File: config.mk
export PLATFORM = sky130hd
export DESIGN_NAME = xadld_core
export DESIGN_NICKNAME = d
export VERILOG_FILES = /design/src/verilog/xadld_pkg.sv /design/src/verilog/xadld_dir_reg.sv /design/src/verilog/xadld_core.sv
export SDC_FILE = /design/constraint.sdc
export NUM_CORES = 1
export LEC_CHECK = 0
export BUFFER_PORTS_ARGS = -buffer_cell sky130_fd_sc_hd__buf_2
export CAP_MARGIN = 20
export CORE_MARGIN = 2
export CORE_UTILIZATION = 36
export DETAILED_ROUTE_END_ITERATION = 8
export PLACE_DENSITY = 0.58
export SETUP_SLACK_MARGIN = 0.2
export SYNTH_ARGS = -nofsm -noshare
export SYNTH_HDL_FRONTEND = slang
export SYNTH_SLANG_ARGS = --single-unit
File: constraint.sdc
create_clock -name ref_clk_in -period 4.1 [get_ports ref_clk_in]
set_input_delay 0.41 -clock ref_clk_in [delete_from_list [all_inputs] [get_ports ref_clk_in]]
set_output_delay 0.41 -clock ref_clk_in [all_outputs]
set_load 0.01 [all_outputs]
File: src/verilog/xadld_pkg.sv
package xadld_pkg;
	// ==========================================
	// Instruction word layout
	// ==========================================
	localparam int unsigned XADLD_IW = 14;
	localparam logic [13:0] XADLD_LDIR_MASK = 14'h3ff8;
	localparam logic [13:0] XADLD_LDIR_CODE = 14'h0060;
	localparam logic [2:0] XADLD_LDIR_MIN = 3'h5;
	localparam logic [2:0] XADLD_LDIR_MAX = 3'h7;
	localparam logic [5:0] XADLD_XLIT_OP = 6'h3a;
	localparam logic [5:0] XADLD_XREG_OP = 6'h06;
	localparam int unsigned XADLD_OP_LSB = 8;
	localparam int unsigned XADLD_DEST_BIT = 7;
	// ==========================================
	// Direction register file addresses and reset values
	// ==========================================
	localparam logic [6:0] XADLD_DIR_BASE = 7'h05;
	localparam logic [6:0] XADLD_DIR_FILE_BASE = 7'h05;
	localparam logic [7:0] XADLD_DIR_RESET = 8'hff;
	localparam logic [7:0] XADLD_W_RESET = 8'h00;
	localparam int unsigned XADLD_NUM_DIR = 3;
	localparam int unsigned XADLD_QPHASES = 4;
	typedef enum logic [1:0] {XADLD_Q1, XADLD_Q2, XADLD_Q3, XADLD_Q4} xadld_q_e;
endpackage : xadld_pkg

File: src/verilog/xadld_dir_reg.sv
`timescale 1ns/1ps
`default_nettype none
module xadld_dir_reg (
	input wire logic clk_in,
	input wire logic rst_n_in,
	input wire logic load_in,
	input wire logic [7:0] data_in,
	output logic [7:0] value_out
);
	import xadld_pkg::*;
	always_ff @(posedge clk_in or negedge rst_n_in) begin
		if (!rst_n_in) begin
			value_out <= XADLD_DIR_RESET;
		end else if (load_in) begin
			value_out <= data_in;
		end
	end
endmodule : xadld_dir_reg
`default_nettype wire

File: src/verilog/xadld_core.sv
`timescale 1ns/1ps
`default_nettype none
// Overview of operation
// RULE_01: Direction-load copies W into direction register 5..7; one cycle, flags untouched.
// RULE_02: Direction registers also readable and writable as ordinary file registers.
// RULE_03: Literal XOR places W xor 8-bit literal into W.
// RULE_04: Register XOR combines W with file register and updates zero flag.
// RULE_05: Destination bit clear writes W, set writes the file register.
// RULE_06: Each instruction: decode Q1, read Q2, process Q3, write Q4.
// RULE_07: Literal XOR also sets zero flag when result is zero.
module xadld_core (
	input wire logic ref_clk_in,
	input wire logic reset_n_in,
	input wire logic instr_valid_in,
	input wire logic [13:0] instr_in,
	input wire logic [7:0] file_rdata_in,
	input wire logic file_wr_in,
	input wire logic [6:0] file_waddr_in,
	input wire logic [7:0] file_wdata_in,
	output logic [6:0] file_raddr_out,
	output logic file_rd_out,
	output logic file_we_out,
	output logic [6:0] file_waddr_out,
	output logic [7:0] file_wdata_out,
	output logic [7:0] w_out,
	output logic zero_flag_out,
	output logic [23:0] dir_regs_out,
	output logic [7:0] dir_rdata_out,
	output logic [1:0] q_phase_out,
	output logic done_out
);
	import xadld_pkg::*;
	// ==========================================
	// Reset release
	// ==========================================
	logic rst_meta_reg;
	logic rst_n_reg;
	always_ff @(posedge ref_clk_in or negedge reset_n_in) begin
		if (!reset_n_in) begin
			rst_meta_reg <= 1'b0;
			rst_n_reg <= 1'b0;
		end else begin
			rst_meta_reg <= 1'b1;
			rst_n_reg <= rst_meta_reg;
		end
	end
	// ==========================================
	// Quarter-phase sequencer
	// ==========================================
	xadld_q_e q_reg;
	xadld_q_e q_next;
	logic [13:0] ir_reg;
	logic busy_reg;
	logic [7:0] opnd_reg;
	logic [7:0] res_reg;
	always_comb begin
		case (q_reg)
			XADLD_Q1: q_next = busy_reg ? XADLD_Q2 : XADLD_Q1;
			XADLD_Q2: q_next = XADLD_Q3;
			XADLD_Q3: q_next = XADLD_Q4;
			XADLD_Q4: q_next = XADLD_Q1;
			default: q_next = XADLD_Q1;
		endcase
	end
	// ==========================================
	// Decode
	// ==========================================
	wire [5:0] op_w = ir_reg[13:XADLD_OP_LSB];
	wire [2:0] dsel_w = ir_reg[2:0];
	wire is_ldir_w = ((ir_reg & XADLD_LDIR_MASK) == XADLD_LDIR_CODE)
		&& (dsel_w >= XADLD_LDIR_MIN) && (dsel_w <= XADLD_LDIR_MAX);
	wire is_xlit_w = (op_w == XADLD_XLIT_OP);
	wire is_xreg_w = (op_w == XADLD_XREG_OP);
	wire dest_file_w = ir_reg[XADLD_DEST_BIT];
	wire [6:0] faddr_w = ir_reg[6:0];
	wire start_w = (q_reg == XADLD_Q1) && !busy_reg && instr_valid_in;
	wire q2_w = busy_reg && (q_reg == XADLD_Q2);
	wire q3_w = busy_reg && (q_reg == XADLD_Q3);
	wire q4_w = busy_reg && (q_reg == XADLD_Q4);
	// Direction registers sit at file addresses 5..7 for ordinary access.
	wire [6:0] dir_rel_w = file_raddr_out - XADLD_DIR_FILE_BASE;
	wire dir_rd_hit_w = (file_raddr_out >= XADLD_DIR_FILE_BASE) && (dir_rel_w < 7'(XADLD_NUM_DIR));
	wire [7:0] rd_src_w = dir_rd_hit_w ? dir_regs_out[8*dir_rel_w[1:0] +: 8] : file_rdata_in; // RULE_02
	wire [7:0] xsrc_w = is_xlit_w ? ir_reg[7:0] : opnd_reg;
	wire [7:0] xres_w = w_out ^ xsrc_w; // RULE_03 RULE_04
	wire res_to_w_w = is_xlit_w || (is_xreg_w && !dest_file_w); // RULE_05
	wire res_to_f_w = is_xreg_w && dest_file_w; // RULE_05
	wire decode_w = busy_reg && (q_reg == XADLD_Q1);
	wire rd_req_w = decode_w && is_xreg_w;
	wire wr_w_w = q4_w && res_to_w_w; // RULE_05
	wire wr_f_w = q4_w && res_to_f_w; // RULE_05
	wire wr_z_w = q4_w && (is_xlit_w || is_xreg_w); // RULE_04 RULE_07
	wire [1:0] q_code_w = q_reg;

	always_ff @(posedge ref_clk_in or negedge rst_n_reg) begin
		if (!rst_n_reg) begin
			q_reg <= XADLD_Q1;
		end else begin
			q_reg <= q_next; // RULE_06
		end
	end

	// The word is latched at the take, so the caller may drop it at once.
	always_ff @(posedge ref_clk_in or negedge rst_n_reg) begin
		if (!rst_n_reg) begin
			busy_reg <= 1'b0;
			ir_reg <= '0;
		end else if (start_w) begin
			busy_reg <= 1'b1;
			ir_reg <= instr_in;
		end else if (q4_w) begin
			busy_reg <= 1'b0;
		end
	end

	// ==========================================
	// Operand read, process, write
	// ==========================================
	// The read request stands through Q2, so the operand is sampled while the file still drives it.
	always_ff @(posedge ref_clk_in or negedge rst_n_reg) begin
		if (!rst_n_reg) begin
			file_raddr_out <= '0;
			file_rd_out <= 1'b0;
		end else begin
			file_rd_out <= rd_req_w;
			if (decode_w) begin
				file_raddr_out <= faddr_w;
			end
		end
	end

	always_ff @(posedge ref_clk_in or negedge rst_n_reg) begin
		if (!rst_n_reg) begin
			opnd_reg <= '0;
		end else if (q2_w) begin
			opnd_reg <= rd_src_w; // RULE_06
		end
	end

	always_ff @(posedge ref_clk_in or negedge rst_n_reg) begin
		if (!rst_n_reg) begin
			res_reg <= '0;
		end else if (q3_w) begin
			res_reg <= xres_w; // RULE_06
		end
	end

	// ==========================================
	// Write back
	// ==========================================
	always_ff @(posedge ref_clk_in or negedge rst_n_reg) begin
		if (!rst_n_reg) begin
			w_out <= XADLD_W_RESET;
		end else if (wr_w_w) begin
			w_out <= res_reg; // RULE_03 RULE_05
		end
	end

	// A direction load never enables this flag, so it keeps its value across one.
	always_ff @(posedge ref_clk_in or negedge rst_n_reg) begin
		if (!rst_n_reg) begin
			zero_flag_out <= 1'b0;
		end else if (wr_z_w) begin
			zero_flag_out <= (res_reg == 8'h00); // RULE_04 RULE_07
		end
	end

	always_ff @(posedge ref_clk_in or negedge rst_n_reg) begin
		if (!rst_n_reg) begin
			file_we_out <= 1'b0;
			file_waddr_out <= '0;
			file_wdata_out <= '0;
		end else begin
			file_we_out <= wr_f_w;
			if (wr_f_w) begin
				file_waddr_out <= faddr_w;
				file_wdata_out <= res_reg;
			end
		end
	end

	always_ff @(posedge ref_clk_in or negedge rst_n_reg) begin
		if (!rst_n_reg) begin
			done_out <= 1'b0;
		end else begin
			done_out <= q4_w; // RULE_06
		end
	end

	// ==========================================
	// Direction registers
	// ==========================================
	// A file write from outside and one from this block never collide: the outside
	// path is only honoured while no instruction here is busy.
	always_ff @(posedge ref_clk_in or negedge rst_n_reg) begin
		if (!rst_n_reg) begin
			q_phase_out <= 2'h0;
		end else begin
			q_phase_out <= q_code_w;
		end
	end

	always_ff @(posedge ref_clk_in or negedge rst_n_reg) begin
		if (!rst_n_reg) begin
			dir_rdata_out <= '0;
		end else begin
			dir_rdata_out <= rd_src_w; // RULE_02
		end
	end

	genvar gi;
	generate
		for (gi = 0; gi < XADLD_NUM_DIR; gi = gi + 1) begin : g_dir
			wire ld_ins_w = q4_w && is_ldir_w && (dsel_w == 3'(gi + 5)); // RULE_01
			wire ld_res_w = q4_w && res_to_f_w && (faddr_w == 7'(gi + 5));
			wire ld_ext_w = !busy_reg && file_wr_in && (file_waddr_in == 7'(gi + 5)); // RULE_02
			wire [7:0] d_w = ld_ins_w ? w_out : (ld_res_w ? res_reg : file_wdata_in);
			xadld_dir_reg u_dir (
				.clk_in(ref_clk_in),
				.rst_n_in(rst_n_reg),
				.load_in(ld_ins_w || ld_res_w || ld_ext_w),
				.data_in(d_w),
				.value_out(dir_regs_out[8*gi +: 8])
			);
		end
	endgenerate
endmodule : xadld_core
`default_nettype wire

==> summary.txt <==
Pwr
  • Switching Power: 0.00131 W
  • Power per cell area: 621 mW/mm^2
  • Combinational power share: 0.283
  • Switching Share: 0.360
  • Reg power frac: 0.479
  • P_leak: 2.79 nW
  • Cell-internal power: 0.00233 W
  • Max IR drop VDD: 210 uV
  • Clock power share: 0.238

Cells and area
  • Nets: 579
  • Area of the multi-input gates: 0.00211 sq mm
  • Max reg flops: 24
  • Non-Filler Instances: 713
  • # diodes: 0
  • Fillers: 1,296
  • Post-route cell area: 0.00586 sq mm
  • Share of layout cells above drive strength 1: 0.389
  • Synth-to-layout area growth: 21.6%
  • Layout Utilization: 0.446
  • Register Area: 0.00261 sq mm

Worst setup path
  • Req. time, crit path: 4380 ps
  • Critical path's largest stage delay: 720 ps
  • Critical Path Source Type: register
  • WP data arrival: 2870 ps
  • Worst-path cell chain: inv_1 > ha_1 > o21ai_0 > nor3_1 > o22a_1 > mux2_2
  • Critical path class: reg2reg
  • Critical Path Slowest Stage Cell: nor3_1
  • Crit path max fanout: 15
  • Crit path capture type: register

Die
  • IO Pins: 109
  • Chip Height: 120 microns
  • Core area: 0.0131 sq mm
  • Starting density of the core: 0.367
  • Die Width: 120 microns
  • Die area: 0.0143 sq mm
  • FP Rows: 42

Global routing
  • Initial antenna violation count: 0
  • All-Layer GR Usage: 0.200
  • Pin count of the biggest net entering global routing: 82
  • First-pass GRT wire length: 21,700 microns
  • GRT Residual Overflow: 0
  • Vias in the first global route: 3,825

Clock network
  • Clk_lat worst skew: 340 ps
  • H-tree lvl count: 3
  • Clock transition at the registers of the reported paths: 70 ps
  • CTS Buf Count: 9
  • Root Buffer: clkbuf_16
  • Post-CTS setup buffers: 0
  • # clock sinks: 103
  • CTS Buffer Depth: 2
  • TritonCTS clock tree: done

Yosys
  • Synth Flop Type: dfrtp_1
  • Mapped cell area: 0.00482 sq mm
  • Cell taking the most area after synthesis: dfrtp_1
  • Seq cells post-synth: 103
  • Synth area leaders: dfrtp_1, dfstp_2, mux2_2
  • Top-count cell post-synth: dfrtp_1
  • Post-Syn Nets: 471
  • Yosys cell types: 46
  • Post-synth top area share: 0.410
  • Number of synthesized flops with an enable pin: 0
  • Synth async-reset ratio: 1.00
  • Sequential area share after synthesis: 0.541
  • Most common library cells after synthesis: dfrtp_1, nand2_1, mux2_2, nor2_1, dfstp_2
  • Avg Cell Area, Syn: 11.4 sq um
  • Synth warnings: 0
  • Syn Inst Count: 424

Flow run
  • Max capacitance violation total: 0

Placement
  • Placed cell count: 695
  • HPWL after detailed placement: 10,300 microns
  • Pre-CTS WS: 1560 ps
  • Placed cell areas: 0.00552 sq mm
  • GP Congestion: 0.885
  • Port Buffer Count: 108

Timing
  • Worst-Margin Slew: 922 ps
  • Slew Viols, Final: 0
  • Fin crit share: 0.632
  • Final Hold Fails: 0
  • Clk_skew: 6.24 ps
  • Setup TNS: 0 ps
  • RSZ-0062 raised after global routing: false
  • Slew margin rel.: 0.381
  • FMAX: 386 MHz
  • Crit path time final: 2590 ps
  • Final WS setup: 1510 ps
  • # setup viols final: 0

Routing
  • Vias per inst: 5.29
  • Drt first pass iters: 4
  • Remaining antenna violation count after routing: 0
  • DRC viols: 0
  • Drt first-iter violations: 260
  • DR WL/cell: 19.3 microns
  • Vias: 3,769
  • Total Wirelength: 13,800 microns

Hold path
  • Min-delay worst type: reg2async

Run status
  • Status: finished clean
==> critical path: cells and delay by family, from the launching register on <==
family | cells | cell delay [ps]
AND/OR/NAND/NOR | 1 | 720
adder cells (fa/ha/maj) | 1 | 590
flip-flops | 1 | 580
AO/OA/AOI/OAI | 2 | 400
multiplexers | 1 | 160
buffers and inverters | 1 | 80
==> power by group through the flow <==
stage	combinational [W]	sequential (W)	clock [W]
2_1_floorplan	0.000692	0.00164	0
3_3_place_gp	0.000988	0.00176	0
3_5_place_dp	0.00101	0.00176	0
4_1_cts	0.00102	0.00175	0.000888
5_1_grt	0.00114	0.00179	0.000932
6_report	0.00103	0.00174	0.000866
==> layout by cell type (no fill, tap or decap), drive strengths merged <==
cell	n
conb	1
inv	7
nor4	3
and2	6
and3	2
or4bb	1
clkinvlp	2
dlygate4sd3	1
a21oi	22
a41oi	1
o22ai	8
o22a	8
nor4bb	1
mux2i	16
nand3b	9
ha	6
dfrtp	79
clkbuf	11
and4	1
mux2	46
nand4	1
dfstp	24
nor3b	9
nand3	8
nor3	8
nor2	35
nand4bb	1
or4	2
nand2	52
o21ai	19
a221oi	16
bufinv	1
clkinv	2
xor2	8
and3b	3
or4b	1
or3	4
buf	111
nand2b	1
==> cell families after synthesis <==
logic type	synth area share
AOI/OAI and AO/OA	0.0992
xor gates and xnor gates	0.0145
adders and majority gates	0.0156
buffers and inverters	0.0218
DFF	0.541
muxes	0.141
other	0.000778
and+or+nand+nor	0.166
==> area by class of cell <==
cell class,instances,share of cell area
Tap cell,176,0.0376
Clock buffer,11,0.0414
Sequential cell,103,0.446
Multi-Input combinational cell,299,0.360
Timing Repair Buffer,112,0.101
Inverter,7,0.00448
Clock inverter,5,0.0100
==> path summary, 6_finish.rpt <==
path	from	to	slack (ps)	depth (start not counted)
worst max-delay path	file_raddr_out[0]$_DFFE_PN0P_	opnd_reg[1]$_DFFE_PN0P_	1510	6
worst min-delay path	rst_n_reg$_DFF_PN0_	file_wdata_out[2]$_DFFE_PN0P_	150	0
worst max register to register	file_raddr_out[0]$_DFFE_PN0P_	opnd_reg[1]$_DFFE_PN0P_	1510	6
worst min register to register	rst_n_reg$_DFF_PN0_	file_wdata_out[2]$_DFFE_PN0P_	150	0
max in group asynchronous	rst_n_reg$_DFF_PN0_	g_dir[0].u_dir.value_out[5]$_DFFE_PN1P_	3330	1
min in group ref_clk_in	instr_in[12]	ir_reg[12]$_DFFE_PN0P_	300	2
==> routing by layer <==
| metal | part of all wire | GRT usage | vias to the layer above |
|---|---|---|---|
| li1 | - | - | 1743 |
| met1 | 0.46 | 0.277 | 1893 |
| met2 | 0.48 | 0.319 | 115 |
| met3 | 0.045 | 0.0309 | 18 |
| met4 | 0.019 | 0.0757 | 0 |
| met5 | 0 | 0 | - |
==> metrics by stage <==
step           hold slack (ps)  power, W
2_1_floorplan              114   0.00233
3_3_place_gp               196   0.00275
3_5_place_dp               198   0.00278
4_1_cts                    284   0.00366
5_1_grt                    169   0.00386
6_report                   154   0.00364
==> repair_timing <==
| item | 4_1_cts | 5_1_grt |
|---|---|---|
| endpoints found under the hold margin | 2 | 0 |
| resized for setup | 0 | 0 |
| hold buffers | 1 | 0 |
Note: power is estimated with default switching activity, not from simulation.
